==> src/pkg/hbh_pkg.sv <==
// Summary of operation
// - Async ready is pulled low during an async access when zero-wait bit is clear.
// - Async ready is pulled low on an async read while read FIFO has under 4 bytes.
// - Async ready is pulled low on an async write while the write FIFO is full.
// - Async ready release is timed from the crystal clock; host treats it as asynchronous.
// - In VL mode sync ready stays high and falls to signal completion.
// - Sync ready is generated from edges of the host local bus clock.
// - Host drives ready-return low to complete synchronous read cycles.
// - In burst mode ready-return is sampled on falling bus clock; cycles wait until high.
// - Single interrupt output goes high when any status event is pending.
// - Former interrupt-line select bits are reserved and change nothing.
// - Local select goes low when qualifier low and A8-A15 match base address high byte.
// - Local select is combinational from unlatched address and qualifier.
// - Data path select low grants data path access regardless of address and bank.
// - Data path burst transfers move 32 bits each, both directions.
// - Mode select low picks VL cycles, high picks burst cycles; async unaffected.
// - Host drives direction high for synchronous writes, low for reads.
// - Byte-lane enables are ignored while data path select is low.
package hbh_pkg;
    localparam int ADDR_LO = 4;
    localparam int ADDR_HI = 15;
    localparam int ADDR_W = ADDR_HI - ADDR_LO + 1;
    localparam int DATA_W = 32;
    localparam int BE_W = 4;
    localparam logic [3:0] BE_FULL = 4'hf;
    localparam logic [2:0] FIFO_MIN_BYTES = 3'h4;
    localparam logic [2:0] FIFO_LVL_RST = 3'h0;
    localparam logic SYNC_RDY_IDLE = 1'h1;

    typedef enum {
        SC_IDLE,
        SC_WAIT,
        SC_DONE
    } hbh_sync_state_type;
endpackage

==> src/pkg/hbh_sync_if.sv <==
// Synchronised link pins travelling from the front end to the control logic
interface hbh_sync_if;
    logic lclkRise;
    logic lclkFall;
    logic cycleN;
    logic writeNotRead;
    logic readyReturnN;
    logic readStrobeN;
    logic writeStrobeN;
    modport producer(output lclkRise, lclkFall, cycleN, writeNotRead, readyReturnN,
        readStrobeN, writeStrobeN);
    modport consumer(input lclkRise, lclkFall, cycleN, writeNotRead, readyReturnN,
        readStrobeN, writeStrobeN);
endinterface

==> src/rtl/hbh_host_port.sv <==
// Host handshake port: async ready, sync ready, local decode, data path grant, interrupt
module hbh_host_port (
    input wire logic clk,
    input wire logic rstn,
    input wire logic localBusClk,
    input wire logic [hbh_pkg::ADDR_W-1:0] addrHigh,
    input wire logic addrQualifier,
    input wire logic [7:0] baseAddrHigh,
    input wire logic readStrobeN,
    input wire logic writeStrobeN,
    input wire logic datapathSelectN,
    input wire logic [hbh_pkg::BE_W-1:0] byteLaneEnableN,
    input wire logic vlModeSelectN,
    input wire logic cycleN,
    input wire logic writeNotRead,
    input wire logic readyReturnN,
    input wire logic noWaitBit,
    input wire logic [1:0] irqSelectBits,
    input wire logic [2:0] readFifoBytes,
    input wire logic writeFifoFull,
    input wire logic statusEvent,
    output logic asyncReadyOut,
    output logic asyncReadyOe,
    output logic syncReadyN,
    output logic localDeviceSelectN,
    output logic datapathGrant,
    output logic [hbh_pkg::BE_W-1:0] effByteEnable,
    output logic hostIrqOut
);
    hbh_sync_if sy();

    hbh_pin_sync u_sync (
        .clk(clk),
        .rstn(rstn),
        .localBusClk(localBusClk),
        .cycleN(cycleN),
        .writeNotRead(writeNotRead),
        .readyReturnN(readyReturnN),
        .readStrobeN(readStrobeN),
        .writeStrobeN(writeStrobeN),
        .sy(sy.producer)
    );

    typedef struct packed {
        hbh_pkg::hbh_sync_state_type sst;
        logic srdyN;
        logic waitAsync;
        logic irq;
        logic grant;
        logic [hbh_pkg::BE_W-1:0] be;
        logic rtnHighSeen;
    } hbh_hp_type;

    hbh_hp_type st_reg;
    hbh_hp_type st_next;
    logic asyncRead;
    logic asyncWrite;
    logic burstMode;

    // Local select is a pure decode of raw pins so it beats any strobe latching
    assign localDeviceSelectN = ~(~addrQualifier
        && addrHigh[hbh_pkg::ADDR_W-1 -: 8] == baseAddrHigh);

    assign asyncRead = ~sy.readStrobeN;
    assign asyncWrite = ~sy.writeStrobeN;
    assign burstMode = vlModeSelectN;

    // Open drain: drive low only while waiting, otherwise release to the pull-up
    assign asyncReadyOut = 1'h0;
    assign asyncReadyOe = st_reg.waitAsync;
    assign syncReadyN = st_reg.srdyN;
    assign datapathGrant = st_reg.grant;
    assign effByteEnable = st_reg.be;
    assign hostIrqOut = st_reg.irq;

    always_comb begin
        st_next = st_reg;
        // Wait terms sampled on our own clock, which stands in for the crystal clock
        st_next.waitAsync = ((asyncRead || asyncWrite) && !noWaitBit)
            || (asyncRead && readFifoBytes < hbh_pkg::FIFO_MIN_BYTES)
            || (asyncWrite && writeFifoFull);
        // Interrupt select bits are reserved: deliberately not read here
        st_next.irq = statusEvent;
        st_next.grant = ~datapathSelectN;
        // Burst path is always a full word, so lane enables lose their meaning
        st_next.be = datapathSelectN ? ~byteLaneEnableN : hbh_pkg::BE_FULL;
        if (sy.lclkFall) begin
            st_next.rtnHighSeen = sy.readyReturnN;
        end
        // Sync ready only moves on bus clock rising edges
        if (sy.lclkRise) begin
            case (st_reg.sst)
                hbh_pkg::SC_IDLE: begin
                    st_next.srdyN = hbh_pkg::SYNC_RDY_IDLE;
                    if (!sy.cycleN) begin
                        st_next.sst = hbh_pkg::SC_WAIT;
                    end
                end
                hbh_pkg::SC_WAIT: begin
                    if (!burstMode) begin
                        st_next.srdyN = 1'h0;
                        st_next.sst = hbh_pkg::SC_DONE;
                    end else if (st_reg.rtnHighSeen) begin
                        st_next.srdyN = 1'h0;
                        st_next.sst = hbh_pkg::SC_DONE;
                    end
                end
                hbh_pkg::SC_DONE: begin
                    // Reads hold until the host returns ready; writes finish at once
                    if (sy.writeNotRead || !sy.readyReturnN) begin
                        st_next.srdyN = hbh_pkg::SYNC_RDY_IDLE;
                        st_next.sst = hbh_pkg::SC_IDLE;
                    end
                end
                default: begin
                    st_next.sst = hbh_pkg::SC_IDLE;
                    st_next.srdyN = hbh_pkg::SYNC_RDY_IDLE;
                end
            endcase
        end
        if (!rstn) begin
            st_next.sst = hbh_pkg::SC_IDLE;
            st_next.srdyN = hbh_pkg::SYNC_RDY_IDLE;
            st_next.waitAsync = 1'h0;
            st_next.irq = 1'h0;
            st_next.grant = 1'h0;
            st_next.be = hbh_pkg::BE_FULL;
            st_next.rtnHighSeen = 1'h0;
        end
    end

    always_ff @(posedge clk) begin
        st_reg <= st_next;
    end
endmodule

==> src/rtl/hbh_pin_sync.sv <==
// Two-flop synchronisers for the bus clock, cycle, direction, ready-return and strobe pins, plus clock edges
module hbh_pin_sync (
    input wire logic clk,
    input wire logic rstn,
    input wire logic localBusClk,
    input wire logic cycleN,
    input wire logic writeNotRead,
    input wire logic readyReturnN,
    input wire logic readStrobeN,
    input wire logic writeStrobeN,
    hbh_sync_if.producer sy
);
    typedef struct packed {
        logic [5:0] s1;
        logic [5:0] s2;
        logic clkOld;
    } hbh_ps_type;

    hbh_ps_type st_reg;
    hbh_ps_type st_next;

    // First stage feeds only the second stage; edges compare stage two only
    always_comb begin
        st_next = st_reg;
        st_next.s1 = {localBusClk, cycleN, writeNotRead, readyReturnN, readStrobeN,
            writeStrobeN};
        st_next.s2 = st_reg.s1;
        st_next.clkOld = st_reg.s2[5];
        if (!rstn) begin
            // Bus clock idles low between frames; matching it avoids a false edge
            st_next = '{s1: 6'h1f, s2: 6'h1f, clkOld: 1'h0};
        end
    end

    always_ff @(posedge clk) begin
        st_reg <= st_next;
    end

    assign sy.lclkRise = st_reg.s2[5] & ~st_reg.clkOld;
    assign sy.lclkFall = ~st_reg.s2[5] & st_reg.clkOld;
    assign sy.cycleN = st_reg.s2[4];
    assign sy.writeNotRead = st_reg.s2[3];
    assign sy.readyReturnN = st_reg.s2[2];
    assign sy.readStrobeN = st_reg.s2[1];
    assign sy.writeStrobeN = st_reg.s2[0];
endmodule
==> config.mk <==
export PLATFORM = sky130hd
export DESIGN_NAME = hbh_host_port
export DESIGN_NICKNAME = d
export VERILOG_FILES = /design/src/pkg/hbh_pkg.sv /design/src/pkg/hbh_sync_if.sv /design/src/rtl/hbh_host_port.sv /design/src/rtl/hbh_pin_sync.sv
export SDC_FILE = /design/constraint.sdc
export NUM_CORES = 1
export LEC_CHECK = 0
export ABC_AREA = 1
export BUFFER_PORTS_ARGS = -buffer_cell sky130_fd_sc_hd__buf_4
export CELL_PAD_IN_SITES_DETAIL_PLACEMENT = 0
export CELL_PAD_IN_SITES_GLOBAL_PLACEMENT = 1
export CORE_MARGIN = 4
export CORE_UTILIZATION = 26
export DETAILED_ROUTE_END_ITERATION = 12
export PLACE_DENSITY = 0.81
export SLEW_MARGIN = 20
export SYNTH_ARGS = -nofsm -noshare
export SYNTH_HDL_FRONTEND = slang
export SYNTH_SLANG_ARGS = --single-unit
==> constraint.sdc <==
create_clock -name clk -period 0.95 [get_ports clk]
set_clock_uncertainty 0.1 [all_clocks]
set_input_delay 0.0475 -clock clk [delete_from_list [all_inputs] [get_ports clk]]
set_output_delay 0.0475 -clock clk [all_outputs]
set_load 0.02 [all_outputs]
==> results.sh, run 1 <==
export IMPL_setup_viol=3
export IMPL_min_delay_path_depth=2
export IMPL_hold_start="rstn"
export IMPL_cap_violations=0
export IMPL_synth_cell_type_count=23
export IMPL_end_kind="flop"
export IMPL_worst_path_max_fanout=3
export IMPL_die_w_microns=67.88
export IMPL_grt_setup_unrepaired="true"
export IMPL_vias=822
export IMPL_switching_share=0.2264
export IMPL_htreeDepth=1
export IMPL_crit_path_start_kind="flop"
export IMPL_cts_inserted_buffers=3
export IMPL_crit_start="st_reg[9]"
export IMPL_fin_crit_sh=1.116
export IMPL_cts_tree="built"
export IMPL_synthToLayoutAreaGrowth_pct=60.54
export IMPL_p_int_mw=1.487
export IMPL_fmax_ghz=0.9433
export IMPL_syn_area_sq_um=932.1
export IMPL_report_final_slew_viol_count=0
export IMPL_vdd_ir_drop_max_mv=1.280
export IMPL_ys_seq_area_frac=0.5154
export IMPL_leakage_nw=0.7099
export IMPL_grt_pass1_wl_mm=3.249
export IMPL_firstDrtPassIters=4
export IMPL_ctsRootBufferMaster="clkbuf_4"
export IMPL_finalCriticalPeriod_ns=1.060
export IMPL_criticalPathCategory="flop to flop"
export IMPL_total_power_mw=1.922
export IMPL_postRouteAntennaNets=0
export IMPL_grt_ovfl_total=0
export IMPL_drc=0
export IMPL_postLayoutCoreUtil=0.4415
export IMPL_vias_per_cell=3.896
export IMPL_clock_latency_ns=0.30
export IMPL_coreArea_sq_um=3390
export IMPL_fp_dieH_microns=67.88
export IMPL_drt_initial_drc_count=5
export IMPL_yosys_warnings=0
export IMPL_hold_slack_ns=-0.09225
export IMPL_p_comb_frac=0.170
export IMPL_r2r_start="st_reg[9]"
export IMPL_nFillCells=317
export IMPL_violations="hold timing, setup timing"
export IMPL_numClockSinks=24
export IMPL_p_clk_frac=0.271
export IMPL_gp_congestion=0.6394
export IMPL_drive_gt1_frac=0.4667
export IMPL_synthTopCellsByArea="dfxtp_1 52%, nand2_1 8.1%, inv_1 6.0%"
export IMPL_io_pins=53
export IMPL_synth_cells=111
export IMPL_power_density_nw_per_um2=1284
export IMPL_yosysTopAreaCell="dfxtp_1"
export IMPL_critPathRequiredTime_ns=1.06
export IMPL_worstReg2RegEnd="st_reg[9]"
export IMPL_antenna_cells=0
export IMPL_status="complete, but fails checks"
export IMPL_hold_end="syncReadyN"
export IMPL_cts_path_max_buffers=2
export IMPL_largest_reg_flops=8
export IMPL_holdCritPathClass="input port to flop"
export IMPL_synth_top_area_share=0.5154
export IMPL_setup_ws_ns=-0.1101
export IMPL_postSynthNetCount=154
export IMPL_grt_pass1_vias=843
export IMPL_port_buffers=43
export IMPL_start_util=0.2750
export IMPL_crit_arrival_ns=1.17
export IMPL_rr_worst_depth=7
export IMPL_hpwl_mm=1.429
export IMPL_rows=21
export IMPL_drt_total_wl_mm=2.126
export IMPL_rrSetupSlack_ns=-0.11
export IMPL_grt_start_max_net_pins=14
export IMPL_ctsHoldBuffers=12
export IMPL_net_switching_power_mw=0.4350
export IMPL_post_drt_wl_per_cell_microns=10.08
export IMPL_path_clk_slew_ns=0.13
export IMPL_final_hold_viol_count=8
export IMPL_syn_avg_cell_area_sq_um=8.398
export IMPL_antenna_found_initial=0
export IMPL_dieArea_sq_um=4607
export IMPL_ys_seq_elements=24
export IMPL_track_usage=0.09088
export IMPL_nNetsFinal=209
export IMPL_sequentialPowerShare=0.558
[per-stage QoR]
stage                     setup TNS [ns]  cell area (sq um)  cells  hold slack [ns]  setup slack (ns)
after detailed placement         -0.1595               1265    194           0.1167           -0.1126
after floorplan                -0.002553              933.4    111          0.01650         -0.002553
after CTS                        -0.1439               1435    211         -0.09308          -0.08049
final                            -0.1658               1496    211         -0.09225           -0.1101
after global placement          -0.05400               1265    194           0.1133          -0.04396
after global routing             -0.5037               1496    211          -0.1125           -0.2000
[cell usage in the layout, fill, tap and decap left out, types with 5 or more instances in the layout]
cell	netlist	routed
buf_4	6	36
nand2_1	20	20
inv_1	15	12
dfxtp_2	0	12
dlygate4sd3_1	0	12
dfxtp_1	24	12
or2_1	9	9
buf_6	1	9
nor2_1	9	6
a21oi_1	5	5
[how the worst max path moves through the flow]
stage / cells after the start / to / slack (ns)
after floorplan: 7 / st_reg[9] / -0.003
after global placement: 7 / st_reg[9] / -0.04
after detailed placement: 7 / st_reg[9] / -0.11
after CTS: 7 / st_reg[9] / -0.08
after global routing: 7 / st_reg[9] / -0.20
final: 7 / st_reg[9] / -0.11
[power by group through the flow]
| stage | clock network, mW | registers, mW | logic [mW] |
|---|---|---|---|
| after detailed placement | 0 | 1.09 | 0.266 |
| after floorplan | 0 | 1.09 | 0.122 |
| final | 0.522 | 1.07 | 0.328 |
| after global placement | 0 | 1.09 | 0.260 |
| after CTS | 0.528 | 1.07 | 0.308 |
| after global routing | 0.591 | 1.08 | 0.361 |
[layer usage]
metal  track usage  routed length, microns  part of all wire
met1       0.09091                     804              0.38
met2        0.1786                    1088              0.51
met3       0.02463                     215              0.10
met4       0.02978                      18            0.0085
met5             0                       0                 0
[kinds of logic (layout without fill, tap and decap cells)]
group           count (synthesis)  in the layout  synth area share
flops                          24             24            0.5154
compound gates                  7              7           0.04161
xor+xnor                        4              4           0.03759
buf+inv                        23             77            0.1248
other cells                     1              1          0.004023
simple gates                   52             52            0.2765
[area by class of cell]
cell class | instances | area (sq um) | share of cell area
Inverter | 16 | 60.06 | 0.04013
Timing Repair Buffer | 57 | 491.7 | 0.3286
Clock buffer | 4 | 36.28 | 0.02425
Tap cell | 46 | 57.56 | 0.03846
Sequential cell | 24 | 495.5 | 0.3311
Multi-Input combinational cell | 64 | 355.3 | 0.2375
[synthesized netlist by cell type]
cell type  instances
nor2_4             1
buf_6              1
nand2_2            1
nor2_1             9
or2_1              9
o22ai_1            1
nand3b_1           1
inv_1             15
a21oi_1            5
dfxtp_1           24
xnor2_1            1
nand3_2            1
nand3_1            3
nand4_1            2
nor3_1             1
buf_4              6
xor2_1             3
inv_2              1
o21a_1             1
nand2_1           20
nor2_2             1
or2_2              3
conb_1             1
[what timing repair did]
item,in CTS,in global routing
endpoints found under the setup margin,4,13
gates cloned,0,0
hold endpoints to repair,18,8
gates resized for setup,4,25
pin swaps,1,2
buffers inserted,1,0
[worst max-delay path, stage by stage, from the launching register on]
cell	delay, ns
dfxtp_2	0.38
inv_2	0.04
nor2_2	0.10
nand2_1	0.10
nand3_2	0.10
nor2_2	0.03
nor2_1	0.08
nor2_1	0.04
(Power assumes the default switching activity.)
==> run 2, diff against run 1 <==
--- a/config.mk
+++ b/config.mk
@@ -10,9 +10,10 @@
 export CELL_PAD_IN_SITES_DETAIL_PLACEMENT = 0
 export CELL_PAD_IN_SITES_GLOBAL_PLACEMENT = 1
 export CORE_MARGIN = 4
-export CORE_UTILIZATION = 26
+export CORE_UTILIZATION = 28
+export CTS_BUF_LIST = sky130_fd_sc_hd__clkbuf_8
 export DETAILED_ROUTE_END_ITERATION = 12
-export PLACE_DENSITY = 0.81
+export PLACE_DENSITY = 0.85
 export SLEW_MARGIN = 20
 export SYNTH_ARGS = -nofsm -noshare
 export SYNTH_HDL_FRONTEND = slang
==> results.sh, run 2 (synthesized netlist as in run 1, its figures left out) <==
export IMPL_largest_reg_flops=8
export IMPL_grt_pass1_vias=800
export IMPL_setup_viol=3
export IMPL_port_buffers=43
export IMPL_critPathSlowestCell="dfxtp_4"
export IMPL_multi_input_area_sq_um=379.1
export IMPL_nFillCells=307
export IMPL_grt_pass1_wl_mm=3.539
export IMPL_rows=20
export IMPL_setup_ws_ns=-0.1062
export IMPL_grt_setup_unrepaired="true"
export IMPL_leakage_nw=0.7341
export IMPL_final_common_cell="buf_4"
export IMPL_report_final_slew_viol_count=0
export IMPL_violations="hold timing, setup timing"
export IMPL_grt_ovfl_total=0
export IMPL_endpoint="st_reg[10]"
export IMPL_status="complete, but fails checks"
export IMPL_cts_inserted_buffers=3
export IMPL_synthToLayoutAreaGrowth_pct=62.82
export IMPL_fp_dieH_microns=65.70
export IMPL_r2r_start="st_reg[10]"
export IMPL_slowest_delay_ns=0.36
export IMPL_placed_cell_area_sq_um=1262
export IMPL_drt_initial_drc_count=10
export IMPL_rrSetupSlack_ns=-0.11
export IMPL_cp_cell_sequence="nand2_1, inv_1, nand2_2, nand3_4, buf_4, a21oi_2"
export IMPL_antenna_found_initial=0
export IMPL_fin_crit_sh=1.112
export IMPL_route_met2_wl_mm=1.113
export IMPL_dpl_cell_count=192
export IMPL_end_kind="flop"
export IMPL_gp_congestion=0.6249
export IMPL_coreArea_sq_um=3128
export IMPL_holdCritPathClass="input port to flop"
export IMPL_crit_arrival_ns=1.14
export IMPL_vias=832
export IMPL_critPathRequiredTime_ns=1.04
export IMPL_die_w_microns=65.70
export IMPL_postLayoutCoreUtil=0.4852
export IMPL_path_clk_slew_ns=0.07
export IMPL_track_usage=0.1049
export IMPL_numClockSinks=24
export IMPL_postRouteAntennaNets=0
export IMPL_total_power_mw=1.958
export IMPL_cts_path_max_buffers=2
export IMPL_crit_path_start_kind="flop"
export IMPL_cts_tree="built"
export IMPL_fin_area_sq_um=1518
export IMPL_vdd_ir_drop_max_mv=0.6550
export IMPL_worstReg2RegEnd="st_reg[10]"
export IMPL_firstDrtPassIters=2
export IMPL_hpwl_mm=1.549
export IMPL_drive_gt1_frac=0.4072
export IMPL_antenna_cells=0
export IMPL_ctsRootBufferMaster="clkbuf_8"
export IMPL_nNetsFinal=212
export IMPL_finalNonFillerCells=211
export IMPL_criticalPathCategory="flop to flop"
export IMPL_fmax_ghz=0.9468
export IMPL_htreeDepth=1
export IMPL_route_top_layer_used="met4"
export IMPL_seq_area_sq_um=486.7
export IMPL_place_ws_ns=-0.09523
export IMPL_final_cell_mix="44 x buf_4, 21 x dfxtp_1, 19 x nand2_1"
export IMPL_start_util=0.2980
export IMPL_grt_start_max_net_pins=13
export IMPL_wl_met1_microns=883
export IMPL_cap_violations=0
export IMPL_dieArea_sq_um=4316
export IMPL_drt_total_wl_mm=2.088
export IMPL_post_drt_wl_per_cell_microns=9.896
export IMPL_io_pins=53
export IMPL_hold_slack_ns=-0.001538
export IMPL_crit_start="st_reg[10]"
export IMPL_worst_path_max_fanout=4
export IMPL_hold_start="rstn"
export IMPL_wl_met3_microns=55
export IMPL_power_density_nw_per_um2=1290
export IMPL_rr_worst_depth=6
export IMPL_clock_latency_ns=0.25
export IMPL_final_hold_viol_count=1
export IMPL_final_setup_tns_ns=-0.2335
export IMPL_finalCriticalPeriod_ns=1.056
export IMPL_drc=0
export IMPL_vias_per_cell=3.943
[run 2: changes by cell type in the layout (fill, tap and decap cells not counted), sizes merged]
cell	change
buf	+1
clkbuf	-1
dlygate4sd3	+1
dlymetal6s4s	+1
[run 2: critical path, delay by kind of cell (launching register included)]
| family | cells | cell delay [ns] |
|---|---|---|
| flops | 1 | 0.36 |
| simple gates | 3 | 0.23 |
| buf+inv | 2 | 0.18 |
| compound gates | 1 | 0.11 |
[run 2: layer usage]
metal | GRT usage | vias up
met2 | 0.1815 | 17
met1 | 0.1238 | 376
met5 | 0 | -
met4 | 0.04663 | 0
met3 | 0.02051 | 2
li1 | - | 437
[run 2: final cells by class]
cell class,instances,share of cell area
clock buffers,3,0.02721
inverters,16,0.03957
multi-input cells,64,0.2498
flip-flops and latches,24,0.3207
well taps,44,0.03627
repair buffers,60,0.3265
[run 2: how the worst min path moves through the flow]
stage | to | slack [ns] | depth (start not counted)
2_1_floorplan | effByteEnable[0] | 0.02 | 1
3_3_place_gp | datapathGrant | 0.12 | 2
3_5_place_dp | effByteEnable[1] | 0.12 | 2
4_1_cts | datapathGrant | 0.005 | 3
5_1_grt | datapathGrant | 0.04 | 3
6_report | datapathGrant | -0.002 | 3
[run 2: timing repair]
action / CTS / global route
hold buffers: 14 / 0
gates resized for setup: 3 / 14
setup buffers: 0 / 2
hold endpoints to repair: 17 / 0
setup endpoints to repair: 3 / 8
pin swaps: 0 / 6
[run 2: where the power goes]
group / internal, mW / switching (mW)
clock: 0.282 / 0.279
sequential: 1.05 / 0.0166
combinational: 0.203 / 0.128
==> run 3, diff against run 2 <==
--- a/config.mk
+++ b/config.mk
@@ -13,7 +13,8 @@
 export CORE_UTILIZATION = 28
 export CTS_BUF_LIST = sky130_fd_sc_hd__clkbuf_8
 export DETAILED_ROUTE_END_ITERATION = 12
-export PLACE_DENSITY = 0.85
+export PLACE_DENSITY = 0.75
+export SKIP_LAST_GASP = 1
 export SLEW_MARGIN = 20
 export SYNTH_ARGS = -nofsm -noshare
 export SYNTH_HDL_FRONTEND = slang
==> results.sh, run 3 (synthesized netlist as in run 1, its figures left out) <==
export IMPL_final_hold_viol_count=0
export IMPL_rows=20
export IMPL_start_util=0.2980
export IMPL_cts_tree="built"
export IMPL_fin_crit_sh=1.108
export IMPL_slowest_delay_ns=0.61
export IMPL_cts_path_max_buffers=2
export IMPL_final_setup_tns_ns=-0.6290
export IMPL_worst_path_max_fanout=12
export IMPL_drt_initial_drc_count=4
export IMPL_fin_area_sq_um=1490
export IMPL_largest_reg_flops=8
export IMPL_drc=0
export IMPL_crit_path_start_kind="input port"
export IMPL_holdCritPathClass="input port to flop"
export IMPL_grt_start_max_net_pins=14
export IMPL_critPathSlowestCell="dlygate4sd3_1"
export IMPL_antenna_cells=0
export IMPL_r2r_start="st_reg[9]"
export IMPL_grt_setup_unrepaired="true"
export IMPL_track_usage=0.09896
export IMPL_report_final_slew_viol_count=0
export IMPL_post_cts_buffers=0
export IMPL_ctsRootBufferMaster="clkbuf_8"
export IMPL_gp_congestion=0.7346
export IMPL_crit_start="rstn"
export IMPL_firstDrtPassIters=2
export IMPL_setup_viol=13
export IMPL_die_w_microns=65.70
export IMPL_hpwl_mm=1.505
export IMPL_dieArea_sq_um=4316
export IMPL_endpoint="u_sync.sy.writeNotRead"
export IMPL_crit_arrival_ns=1.10
export IMPL_setup_ws_ns=-0.1026
export IMPL_port_buffers=43
export IMPL_fmax_ghz=0.9501
export IMPL_finalCriticalPeriod_ns=1.053
export IMPL_cp_cell_sequence="buf_4, dlygate4sd3_1, inv_4, or2_2"
export IMPL_cts_inserted_buffers=3
export IMPL_antenna_found_initial=0
export IMPL_end_kind="flop"
export IMPL_critPathRequiredTime_ns=1.00
export IMPL_power_density_nw_per_um2=1375
export IMPL_leakage_nw=0.7206
export IMPL_grt_ovfl_total=0
export IMPL_criticalPathCategory="input port to flop"
export IMPL_drive_gt1_frac=0.3772
export IMPL_htreeDepth=1
export IMPL_fp_dieH_microns=65.70
export IMPL_numClockSinks=24
export IMPL_status="complete, but fails checks"
export IMPL_nNetsFinal=211
export IMPL_path_clk_slew_ns=0.08
export IMPL_rr_worst_depth=7
export IMPL_hold_slack_ns=0.01300
export IMPL_final_cell_mix="42 x buf_4, 21 x dfxtp_1, 20 x nand2_1"
export IMPL_drt_total_wl_mm=1.994
export IMPL_worstReg2RegEnd="st_reg[9]"
export IMPL_rrSetupSlack_ns=-0.08
export IMPL_grt_pass1_wl_mm=3.394
export IMPL_postRouteAntennaNets=0
export IMPL_grt_pass1_vias=859
export IMPL_synthToLayoutAreaGrowth_pct=59.87
export IMPL_vias=842
export IMPL_vdd_ir_drop_max_mv=0.6478
export IMPL_coreArea_sq_um=3128
export IMPL_io_pins=53
export IMPL_violations="setup timing"
export IMPL_vias_per_cell=3.991
export IMPL_clock_latency_ns=0.26
export IMPL_post_drt_wl_per_cell_microns=9.450
export IMPL_cap_violations=0
export IMPL_placed_cell_area_sq_um=1277
export IMPL_final_common_cell="buf_4"
## run 3: changes by cell type in the layout (fill, tap and decap cells not counted), sizes merged
cell	before	now
clkbuf	3	4
dlymetal6s4s	1	0
## run 3: worst min path at each step
stage                        from               end  slack (ns)  depth (start not counted)
6_report                     rstn  effByteEnable[0]        0.01                          4
5_1_grt                      rstn  effByteEnable[3]        0.04                          4
4_1_cts                      rstn  effByteEnable[1]       0.006                          4
3_5_place_dp      datapathSelectN     datapathGrant        0.12                          2
3_3_place_gp   byteLaneEnableN[1]  effByteEnable[1]        0.11                          2
2_1_floorplan  byteLaneEnableN[0]  effByteEnable[0]        0.02                          1
## run 3: critical path, delay by kind of cell
family                 cells  cell delay, ns
and+or+nand+nor            1            0.27
buffers and inverters      3            0.78
## run 3: area by class of cell
| class | count | area [sq um] |
|---|---|---|
| Clock buffer | 4 | 55.05 |
| Sequential cell | 24 | 484.2 |
| Tap cell | 44 | 55.05 |
| Fill cell | 297 | 1638 |
| Inverter | 16 | 62.56 |
| Multi-Input combinational cell | 64 | 342.8 |
| Timing Repair Buffer | 59 | 490.5 |
## run 3: through the flow
stage,cells,setup WS [ns],util,total power [mW]
detailed placement,194,-0.06905,0.4084,1.358
global route,211,-0.1732,0.4764,2.156
finish,211,-0.1026,0.4764,2.050
CTS,211,-0.08855,0.4680,2.063
floorplan,111,-0.002553,-,1.217
global placement,194,-0.04544,0.4084,1.351
## run 3: metal layers
layer,global-route usage,routed length (microns),vias to the layer above,share of wire
met4,0.03109,17,0,0.0085
met5,0,0,-,0
met2,0.1927,1099,27,0.55
met1,0.1003,740,374,0.37
met3,0.02564,137,2,0.069
li1,-,-,439,-
## run 3: timing repair
| action | CTS | global route |
|---|---|---|
| pin swaps | 1 | 4 |
| gates cloned | 0 | 0 |
| endpoints found under the setup margin | 3 | 14 |
| endpoints found under the hold margin | 12 | 2 |
| hold buffers | 13 | 1 |
| gates resized for setup | 1 | 9 |
## run 3: report_power, final
group / internal (mW) / switching (mW) / total (mW)
clock network: 0.369 / 0.296 / 0.665
registers: 1.05 / 0.0157 / 1.07
logic: 0.198 / 0.121 / 0.319
total: 1.62 / 0.433 / 2.05
